**src/design/pbmc_pkg.sv**
```systemverilog
package pbmc_pkg;

  // register port geometry
  localparam int ADDR_W = 5;
  localparam int DATA_W = 16;

  // register offsets
  localparam logic [4:0] OFF_BASIC_MODE_CONTROL = 5'h00;
  localparam logic [4:0] OFF_LINK_STATUS        = 5'h01;
  localparam logic [4:0] OFF_RX_ERROR_COUNT     = 5'h02;

  // basic_mode_control field positions
  localparam int BIT_SW_RESET   = 15;
  localparam int BIT_LOOPBACK   = 14;
  localparam int BIT_SPEED_SEL  = 13;
  localparam int BIT_ANEG_EN    = 12;
  localparam int BIT_POWER_DOWN = 11;
  localparam int BIT_ISOLATE    = 10;
  localparam int BIT_DUPLEX_SEL = 8;

  // reset values of the non-strapped control bits
  localparam logic RST_SW_RESET   = 1'b0;
  localparam logic RST_LOOPBACK   = 1'b0;
  localparam logic RST_POWER_DOWN = 1'b0;
  localparam logic RST_ISOLATE    = 1'b0;

  // link_status field positions and the permanent pattern
  localparam int         BIT_LINK_LL   = 2;
  localparam int         BIT_FAULT_LH  = 1;
  localparam logic [15:0] STS_FIXED    = 16'h4000;
  localparam logic        RST_LINK_LL  = 1'b0;
  localparam logic        RST_FAULT_LH = 1'b0;

  // clear-on-read counter
  localparam logic [15:0] CNT_RESET = 16'h0000;
  localparam logic [15:0] CNT_MAX   = 16'hffff;
  localparam logic [15:0] CNT_ONE   = 16'h0001;

  // software reset duration
  localparam int CLK_PERIOD_NS   = 40;
  localparam int SW_RESET_NS     = 1000;
  localparam int SW_RESET_CYCLES =
    (SW_RESET_NS + CLK_PERIOD_NS - 1) / CLK_PERIOD_NS;
  localparam logic [7:0] SW_RESET_LAST = 8'(SW_RESET_CYCLES - 1);
  localparam logic [7:0] CNT8_ZERO     = 8'h00;
  localparam logic [7:0] CNT8_ONE      = 8'h01;

  // software reset sequencer states
  typedef enum logic [2:0] {
    PBMC_SR_IDLE = 3'b001,
    PBMC_SR_RUN  = 3'b010,
    PBMC_SR_DONE = 3'b100
  } pbmc_sr_state_t;

  // nibble-wide media independent data with its qualifier
  typedef struct packed {
    logic [3:0] data;
    logic       valid;
  } pbmc_mii_t;

  localparam pbmc_mii_t MII_IDLE = '{data: 4'h0, valid: 1'b0};

endpackage

```
**src/design/pbmc_swrst.sv**
```systemverilog
`timescale 1ns/10ps
module pbmc_swrst
  import pbmc_pkg::*;
(
  input  wire logic sys_clk,
  input  wire logic rst_n,
  input  wire logic start,
  output logic      busy_r,
  output logic      done_r
);

  pbmc_sr_state_t state_r;
  pbmc_sr_state_t state_nxt;
  logic [7:0]     cnt_r;

  // next state; a start while busy is ignored so nothing aborts the run
  always_comb begin
    state_nxt = state_r;
    case (state_r)
      PBMC_SR_IDLE: begin
        if (start) begin
          state_nxt = PBMC_SR_RUN;
        end
      end
      PBMC_SR_RUN: begin
        if (cnt_r == SW_RESET_LAST) begin
          state_nxt = PBMC_SR_DONE;
        end
      end
      PBMC_SR_DONE: begin
        state_nxt = PBMC_SR_IDLE;
      end
      default: begin
        state_nxt = PBMC_SR_IDLE;
      end
    endcase
  end

  // state register
  always_ff @(posedge sys_clk or negedge rst_n) begin
    if (!rst_n) begin
      state_r <= PBMC_SR_IDLE;
    end else begin
      state_r <= state_nxt;
    end
  end

  // cycle counter for the reset duration
  always_ff @(posedge sys_clk or negedge rst_n) begin
    if (!rst_n) begin
      cnt_r <= CNT8_ZERO;
    end else if (state_r == PBMC_SR_RUN) begin
      cnt_r <= cnt_r + CNT8_ONE;
    end else begin
      cnt_r <= CNT8_ZERO;
    end
  end

  // busy covers the run, done is a one-cycle completion pulse
  always_ff @(posedge sys_clk or negedge rst_n) begin
    if (!rst_n) begin
      busy_r <= 1'b0;
      done_r <= 1'b0;
    end else begin
      busy_r <= (state_nxt == PBMC_SR_RUN);
      done_r <= (state_nxt == PBMC_SR_DONE);
    end
  end

endmodule

```
**src/design/pbmc_top.sv**
```systemverilog
// Behaviour
// - clear-on-read bits return value then clear
// - latched-low bit holds low until read
// - latched-high bit holds high until read
// - permanent read-only bits ignore writes
// - bit 15 starts reset, reads one, self-clears
// - software reset reloads all strap values
// - loopback bit routes transmit onto receive
// - bit 13 picks 100 or 10 Mb/s
// - auto-negotiation on ignores bits 8, 13
// - auto-negotiation strap, forced off for fiber
// - power-down bit stops PHY, registers stay
// - power-down is bit OR pin; pin sets bit
// - isolate bit cuts MII, management still works
// - bit 8 picks full or half duplex
`timescale 1ns/10ps
module pbmc_top
  import pbmc_pkg::*;
(
  input  wire logic              sys_clk,
  input  wire logic              nrst,
  input  wire logic [ADDR_W-1:0] reg_addr,
  input  wire logic [DATA_W-1:0] reg_wdata,
  input  wire logic              reg_wr,
  input  wire logic              reg_rd,
  output logic      [DATA_W-1:0] reg_rdata_r,
  input  wire logic              strap_speed_100,
  input  wire logic              strap_full_duplex,
  input  wire logic              strap_aneg_enable,
  input  wire logic              fiber_mode_enable,
  input  wire logic              power_down_pin_n,
  input  wire logic              aneg_speed_100,
  input  wire logic              aneg_full_duplex,
  input  wire logic              link_up,
  input  wire logic              fault_event,
  input  wire logic              rx_error_event,
  input  wire pbmc_mii_t         mii_tx,
  output pbmc_mii_t              mii_rx_r,
  input  wire pbmc_mii_t         line_rx,
  output pbmc_mii_t              line_tx_r,
  output logic                   phy_power_down_r,
  output logic                   mii_isolate_r,
  output logic                   loopback_active_r,
  output logic                   link_speed_100_r,
  output logic                   link_full_duplex_r,
  output logic                   aneg_active_r,
  output logic                   core_reset_r
);

  logic        rst_meta_r;
  logic        rst_sync_r;
  logic        rst_n;
  logic        strap_done_r;
  logic        load_straps;
  logic        sr_busy;
  logic        sr_done;
  logic        sw_reset_r;
  logic        loopback_r;
  logic        speed_sel_r;
  logic        aneg_en_r;
  logic        power_down_r;
  logic        isolate_r;
  logic        duplex_sel_r;
  logic        link_ll_r;
  logic        fault_lh_r;
  logic [15:0] rx_err_cnt_r;
  logic        wr_ctrl;
  logic        rd_status;
  logic        rd_count;
  logic        sr_start;
  logic        pd_pin_active;
  logic        pd_effective;
  logic [15:0] ctrl_view;
  logic [15:0] status_view;
  logic [15:0] rdata_nxt;

  // reset release through two flops; the async edge still acts at once
  always_ff @(posedge sys_clk or negedge nrst) begin
    if (!nrst) begin
      rst_meta_r <= 1'b0;
      rst_sync_r <= 1'b0;
    end else begin
      rst_meta_r <= 1'b1;
      rst_sync_r <= rst_meta_r;
    end
  end

  assign rst_n = rst_sync_r;

  // straps are caught on the first clock after release, never by reset
  always_ff @(posedge sys_clk or negedge rst_n) begin
    if (!rst_n) begin
      strap_done_r <= 1'b0;
    end else begin
      strap_done_r <= 1'b1;
    end
  end

  // a software reset ends with the same strap capture as a hardware one
  assign load_straps = !strap_done_r || sr_done;

  // register port decode
  assign wr_ctrl   = reg_wr && (reg_addr == OFF_BASIC_MODE_CONTROL);
  assign rd_status = reg_rd && (reg_addr == OFF_LINK_STATUS);
  assign rd_count  = reg_rd && (reg_addr == OFF_RX_ERROR_COUNT);

  // writes are held off while the reset runs so it cannot be cut short
  assign sr_start = wr_ctrl && reg_wdata[BIT_SW_RESET] && !sw_reset_r;

  assign pd_pin_active = !power_down_pin_n;
  assign pd_effective  = power_down_r || pd_pin_active;

  pbmc_swrst u_swrst (
    .sys_clk (sys_clk),
    .rst_n   (rst_n),
    .start   (sr_start),
    .busy_r  (sr_busy),
    .done_r  (sr_done)
  );

  // reset bit: one from the accepting write until the run completes
  always_ff @(posedge sys_clk or negedge rst_n) begin
    if (!rst_n) begin
      sw_reset_r <= RST_SW_RESET;
    end else if (sr_start) begin
      sw_reset_r <= 1'b1;
    end else if (sr_done) begin
      sw_reset_r <= 1'b0;
    end
  end

  // plain read-write control bits; reset run returns them to defaults
  always_ff @(posedge sys_clk or negedge rst_n) begin
    if (!rst_n) begin
      loopback_r <= RST_LOOPBACK;
      isolate_r  <= RST_ISOLATE;
    end else if (sr_done) begin
      loopback_r <= RST_LOOPBACK;
      isolate_r  <= RST_ISOLATE;
    end else if (wr_ctrl && !sw_reset_r) begin
      loopback_r <= reg_wdata[BIT_LOOPBACK];
      isolate_r  <= reg_wdata[BIT_ISOLATE];
    end
  end

  // power-down bit; the pin sets it and wins over any write or reload
  always_ff @(posedge sys_clk or negedge rst_n) begin
    if (!rst_n) begin
      power_down_r <= RST_POWER_DOWN;
    end else if (pd_pin_active) begin
      power_down_r <= 1'b1;
    end else if (sr_done) begin
      power_down_r <= RST_POWER_DOWN;
    end else if (wr_ctrl && !sw_reset_r) begin
      power_down_r <= reg_wdata[BIT_POWER_DOWN];
    end
  end

  // strap-derived bits: speed, duplex and auto-negotiation enable
  always_ff @(posedge sys_clk or negedge rst_n) begin
    if (!rst_n) begin
      speed_sel_r  <= 1'b0;
      duplex_sel_r <= 1'b0;
      aneg_en_r    <= 1'b0;
    end else if (load_straps) begin
      speed_sel_r  <= strap_speed_100;
      duplex_sel_r <= strap_full_duplex;
      aneg_en_r    <= strap_aneg_enable && !fiber_mode_enable;
    end else if (wr_ctrl && !sw_reset_r) begin
      speed_sel_r  <= reg_wdata[BIT_SPEED_SEL];
      duplex_sel_r <= reg_wdata[BIT_DUPLEX_SEL];
      aneg_en_r    <= reg_wdata[BIT_ANEG_EN];
    end
  end

  // latched-low link bit; a drop in the read cycle keeps it low
  always_ff @(posedge sys_clk or negedge rst_n) begin
    if (!rst_n) begin
      link_ll_r <= RST_LINK_LL;
    end else if (!link_up) begin
      link_ll_r <= 1'b0;
    end else if (rd_status) begin
      link_ll_r <= 1'b1;
    end
  end

  // latched-high fault bit; an event in the read cycle keeps it high
  always_ff @(posedge sys_clk or negedge rst_n) begin
    if (!rst_n) begin
      fault_lh_r <= RST_FAULT_LH;
    end else if (fault_event) begin
      fault_lh_r <= 1'b1;
    end else if (rd_status) begin
      fault_lh_r <= 1'b0;
    end
  end

  // clear-on-read error counter; it saturates rather than wrapping
  always_ff @(posedge sys_clk or negedge rst_n) begin
    if (!rst_n) begin
      rx_err_cnt_r <= CNT_RESET;
    end else if (rd_count) begin
      rx_err_cnt_r <= rx_error_event ? CNT_ONE : CNT_RESET;
    end else if (rx_error_event && (rx_err_cnt_r != CNT_MAX)) begin
      rx_err_cnt_r <= rx_err_cnt_r + CNT_ONE;
    end
  end

  // control register as read back; unused bits read zero
  always_comb begin
    ctrl_view                 = 16'h0000;
    ctrl_view[BIT_SW_RESET]   = sw_reset_r;
    ctrl_view[BIT_LOOPBACK]   = loopback_r;
    ctrl_view[BIT_SPEED_SEL]  = speed_sel_r;
    ctrl_view[BIT_ANEG_EN]    = aneg_en_r;
    ctrl_view[BIT_POWER_DOWN] = power_down_r;
    ctrl_view[BIT_ISOLATE]    = isolate_r;
    ctrl_view[BIT_DUPLEX_SEL] = duplex_sel_r;
  end

  // status register; the permanent pattern has no storage to write
  always_comb begin
    status_view               = STS_FIXED;
    status_view[BIT_LINK_LL]  = link_ll_r;
    status_view[BIT_FAULT_LH] = fault_lh_r;
  end

  // read mux; unmapped addresses answer zero
  always_comb begin
    rdata_nxt = 16'h0000;
    case (reg_addr)
      OFF_BASIC_MODE_CONTROL: begin
        rdata_nxt = ctrl_view;
      end
      OFF_LINK_STATUS: begin
        rdata_nxt = status_view;
      end
      OFF_RX_ERROR_COUNT: begin
        rdata_nxt = rx_err_cnt_r;
      end
      default: begin
        rdata_nxt = 16'h0000;
      end
    endcase
  end

  // read data stands one cycle, zero otherwise
  always_ff @(posedge sys_clk or negedge rst_n) begin
    if (!rst_n) begin
      reg_rdata_r <= 16'h0000;
    end else if (reg_rd) begin
      reg_rdata_r <= rdata_nxt;
    end else begin
      reg_rdata_r <= 16'h0000;
    end
  end

  // effective speed; the negotiated result overrides the manual bit
  always_ff @(posedge sys_clk or negedge rst_n) begin
    if (!rst_n) begin
      link_speed_100_r <= 1'b0;
    end else if (aneg_en_r) begin
      link_speed_100_r <= aneg_speed_100;
    end else begin
      link_speed_100_r <= speed_sel_r;
    end
  end

  // effective duplex; bit 8 only counts with negotiation off
  always_ff @(posedge sys_clk or negedge rst_n) begin
    if (!rst_n) begin
      link_full_duplex_r <= 1'b0;
    end else if (aneg_en_r) begin
      link_full_duplex_r <= aneg_full_duplex;
    end else begin
      link_full_duplex_r <= duplex_sel_r;
    end
  end

  // negotiation state as seen by the PHY core
  always_ff @(posedge sys_clk or negedge rst_n) begin
    if (!rst_n) begin
      aneg_active_r <= 1'b0;
    end else begin
      aneg_active_r <= aneg_en_r;
    end
  end

  // power-down toward the PHY core, one cycle behind the request
  always_ff @(posedge sys_clk or negedge rst_n) begin
    if (!rst_n) begin
      phy_power_down_r <= 1'b0;
    end else begin
      phy_power_down_r <= pd_effective;
    end
  end

  // isolation toward the MII; management access is never cut off
  always_ff @(posedge sys_clk or negedge rst_n) begin
    if (!rst_n) begin
      mii_isolate_r <= 1'b0;
    end else begin
      mii_isolate_r <= isolate_r;
    end
  end

  // loopback select toward the PHY core
  always_ff @(posedge sys_clk or negedge rst_n) begin
    if (!rst_n) begin
      loopback_active_r <= 1'b0;
    end else begin
      loopback_active_r <= loopback_r;
    end
  end

  // core reset; held through hardware reset so the core starts clean
  always_ff @(posedge sys_clk or negedge rst_n) begin
    if (!rst_n) begin
      core_reset_r <= 1'b1;
    end else begin
      core_reset_r <= sr_busy;
    end
  end

  // receive side toward the MAC; isolation and power-down silence it
  always_ff @(posedge sys_clk or negedge rst_n) begin
    if (!rst_n) begin
      mii_rx_r <= MII_IDLE;
    end else if (pd_effective || isolate_r || sr_busy) begin
      mii_rx_r <= MII_IDLE;
    end else if (loopback_r) begin
      mii_rx_r <= mii_tx;
    end else begin
      mii_rx_r <= line_rx;
    end
  end

  // transmit side toward the line; loopback keeps frames off the wire
  always_ff @(posedge sys_clk or negedge rst_n) begin
    if (!rst_n) begin
      line_tx_r <= MII_IDLE;
    end else if (pd_effective || isolate_r || loopback_r || sr_busy) begin
      line_tx_r <= MII_IDLE;
    end else begin
      line_tx_r <= mii_tx;
    end
  end

endmodule

```
**config.mk**
```make
export PLATFORM = sky130hd
export DESIGN_NAME = pbmc_top
export DESIGN_NICKNAME = d
export VERILOG_FILES = /design/src/design/pbmc_pkg.sv /design/src/design/pbmc_swrst.sv /design/src/design/pbmc_top.sv
export SDC_FILE = /design/constraint.sdc
export NUM_CORES = 1
export LEC_CHECK = 0
export BUFFER_PORTS_ARGS = -buffer_cell sky130_fd_sc_hd__buf_2
export CAP_MARGIN = 25
export CELL_PAD_IN_SITES_DETAIL_PLACEMENT = 0
export CELL_PAD_IN_SITES_GLOBAL_PLACEMENT = 1
export CORE_ASPECT_RATIO = 0.75
export CORE_MARGIN = 1.5
export CORE_UTILIZATION = 42
export CTS_BUF_LIST = sky130_fd_sc_hd__clkbuf_4
export DETAILED_ROUTE_END_ITERATION = 10
export PLACE_DENSITY_LB_ADDON = 0.1
export SYNTH_ARGS = -nofsm -noshare
export SYNTH_HDL_FRONTEND = slang
export SYNTH_HIERARCHICAL = 1
export SYNTH_SLANG_ARGS = --single-unit
```
**constraint.sdc**
```tcl
create_clock -name sys_clk -period 2.41 [get_ports sys_clk]
set_input_delay 0.241 -clock sys_clk [delete_from_list [all_inputs] [get_ports sys_clk]]
set_output_delay 0.241 -clock sys_clk [all_outputs]
set_load 0.005 [all_outputs]
```
==> results.py <==
metrics = {
    "run_status": {
        "status": "completed",
    },
    "timing": {
        "tightest_slew_ps": 515,
        "layout_min_cycle_time_ps": 2000,
        "max_freq_mhz": 501,
        "finalMaxSlewViolations": 0,
        "fin_tns_setup_ps": 0,
        "rsz0062_at_grt": "false",
        "finalCritPeriodShare_pct": 82.8,
        "relSlewSlack_pct": 65.6,
        "setup_viol_count_final": 0,
        "fin_skew_ps": 8.92,
        "hold_violations": 0,
    },
    "cts": {
        "cts_made_buffers": 9,
        "clkLatencyLatePin_ps": 410,
        "clkSinkCount": 74,
        "cts_buffer_depth": 2,
        "cts_setup_buffers": 0,
        "clk_pin_slew_worst_paths_ps": 120,
        "cts_hold_buf": 7,
        "root_buffer": "clkbuf_4",
        "cts_tree": "done",
        "htreeDepth": 3,
        "cts-resized-gates": 0,
    },
    "worst_setup_path": {
        "crit_path_max_incr_delay_ps": 510,
        "cp_data_arrival_time_ps": 2340,
        "critical_path.startpoint": "rx_err_cnt_r[0]",
        "slowest_stage": "or4_1",
        "path_delay_family": "simple AND/OR/NAND/NOR gates",
        "critical_path.max_fanout": 7,
        "end_kind": "register",
        "cp.required_ps": 2750,
        "critPathKind": "register to register",
        "startpoint_type": "register",
        "worstPathCellList": "ha_1 > nand3_1 > nor3_1 > buf_4 > or4_1 > a21oi_1",
        "path_buf_inv": 1,
        "rr_startpoint": "rx_err_cnt_r[0]",
    },
    "synth": {
        "synth.avg_cell_area_um2": 11.1,
        "synth-edff-count": 0,
        "ys_warn_count": 6,
        "synth.yosys.seq_area_share_pct": 59.0,
        "ys_seq_elements": 74,
        "synth_top_area_share_pct": 57.4,
        "netlist_top_cells_area": "dfrtp_1, mux2i_1, nor2_1, a21oi_1, o21ai_0",
        "synth_top_area_cell": "dfrtp_1",
        "syn-instance-count": 282,
        "ys_async_sr_fraction_pct": 100,
        "ys.flop_type": "dfrtp_1",
        "synth_cell_types": 49,
        "syn_area_um2": 3140,
    },
    "floorplan": {
        "die_width_um": 103,
        "fp-row-count": 27,
        "coreArea_um2": 7300,
        "ios": 78,
        "start_util_pct": 43.0,
        "die_area_um2": 8010,
        "die_h_um": 77.9,
    },
    "global_route": {
        "antenna_found_initial": 0,
        "grtUsageTotal_pct": 18.5,
        "first_global_vias": 2345,
        "grt_max_degree": 51,
        "grt.overflow.total": 0,
        "grt_pass1_wl_um": 11200,
    },
    "routing": {
        "avgViaCountPerCell": 5.12,
        "wirelength_um": 6680,
        "via_count": 2413,
        "drt_first_pass_iters": 4,
        "wl_per_cell_um": 14.2,
        "drt_iter0_drc": 128,
        "remaining_drc_errors": 0,
        "ant_nets": 0,
    },
    "worst_hold_path": {
        "min_path_type": "input pin to register",
        "hold_start": "mii_tx[2]",
    },
    "layout": {
        "final_common_cell": "dfrtp_1",
        "final_nets": 413,
        "drive_above_1_share_pct": 27.6,
        "instances_no_fill": 471,
        "antennaDiodeCount": 0,
        "final_cell_mix": "dfrtp_1, buf_2, nor2_1",
        "syn2layout_area_growth_pct": 21.6,
    },
    "flow_run": {
        "maxCapViolations": 0,
    },
    "power": {
        "p_seq_share_pct": 59.6,
        "power_density_nw_per_um2": 613,
        "switching_power_mw": 0.629,
        "sw_frac_of_total_pct": 26.9,
        "comb_power_share_pct": 8.7,
        "peakVddDrop_mv": 0.252,
        "clockPowerShare_pct": 31.7,
        "leakagePower_nw": 1.87,
        "p_int_mw": 1.71,
    },
    "place": {
        "place_hpwl_um": 4800,
        "portBuffers": 68,
        "placedCellCount": 448,
        "place_congestion": 0.808,
    },
}
## metal layers
| metal | GRT usage, % | part of all wire [%] | up-vias |
|---|---|---|---|
| met5 | 0 | 0 | - |
| met4 | 6.08 | 0.78 | 0 |
| met3 | 5.68 | 7.7 | 4 |
| met2 | 26.1 | 41 | 81 |
| met1 | 27.1 | 50 | 1148 |
| li1 | - | - | 1180 |
## synthesized netlist by cell type, types with 3 or more instances
| master | number |
|---|---|
| clkbuf_1 | 5 |
| nand2_1 | 17 |
| nand2b_1 | 4 |
| dfrtp_1 | 72 |
| o21ai_0 | 13 |
| inv_1 | 7 |
| ha_1 | 3 |
| or3_1 | 5 |
| nor2_1 | 31 |
| and2_1 | 6 |
| xor2_1 | 3 |
| nand4_1 | 7 |
| nand3_1 | 10 |
| or4_1 | 6 |
| nor3_1 | 7 |
| and3_1 | 8 |
| o211ai_1 | 4 |
| a21oi_1 | 13 |
| mux2i_1 | 17 |
## per-stage QoR
stage | hold WS, ps | area (um2) | utilization, % | setup WS [ps] | total power [mW]
2_1_floorplan | -54.6 | 3140 | - | 200 | 1.52
6_report | 43.0 | 3820 | 52.3 | 414 | 2.34
4_1_cts | 4.72 | 3820 | 52.3 | 434 | 2.39
3_5_place_dp | 28.2 | 3610 | 49.5 | 473 | 1.61
5_1_grt | 3.72 | 3820 | 52.3 | 241 | 2.48
3_3_place_gp | 26.4 | 3610 | 49.5 | 502 | 1.61
## cell type report
type	instances	area, um2
repair buffers	80	460
well taps	101	126
inverters	7	26.3
multi-input cells	193	1210
clock inverters	7	70.1
clock buffers	9	67.6
flip-flops and latches	74	1860
fillers	708	3480
## final timing paths
kind / endpoint / slack (ps) / depth (start not counted)
setup reg to reg: rx_err_cnt_r[13] / 410 / 6
max in group asynchronous: core_reset_r / 1470 / 1
min in group asynchronous: rst_n / 140 / 2
hold / removal: line_tx_r[2] / 40 / 2
setup / recovery: rx_err_cnt_r[13] / 410 / 6
hold reg to reg: line_tx_r[1] / 240 / 0
## power by group through the flow
| stage | clock [mW] | combinational (mW) | sequential (mW) |
|---|---|---|---|
| floorplan | 0 | 0.117 | 1.40 |
| global placement | 0 | 0.195 | 1.41 |
| detailed placement | 0 | 0.197 | 1.42 |
| CTS | 0.788 | 0.206 | 1.39 |
| global route | 0.836 | 0.236 | 1.41 |
| finish | 0.741 | 0.203 | 1.40 |
## sequential cells by signal, indices dropped and copies added (netlist names), 3 cells and up
signal	count
reg_rdata_r	16
line_tx_r	5
u_swrst/state_r	3
u_swrst/cnt_r	8
mii_rx_r	5
rx_err_cnt_r	16
## cell families (layout without fill, tap and decap cells)
group	after synthesis	after routing	share of synthesized area (%)
buf+inv	16	103	2.47
simple gates	119	119	20.6
fa+ha+maj	3	3	1.20
xor+xnor	4	4	1.12
mux	19	19	6.14
other cells	1	2	0.119
flops	74	74	59.0
compound gates	46	46	9.32
No activity file was read; power rests on OpenSTA's default activity.
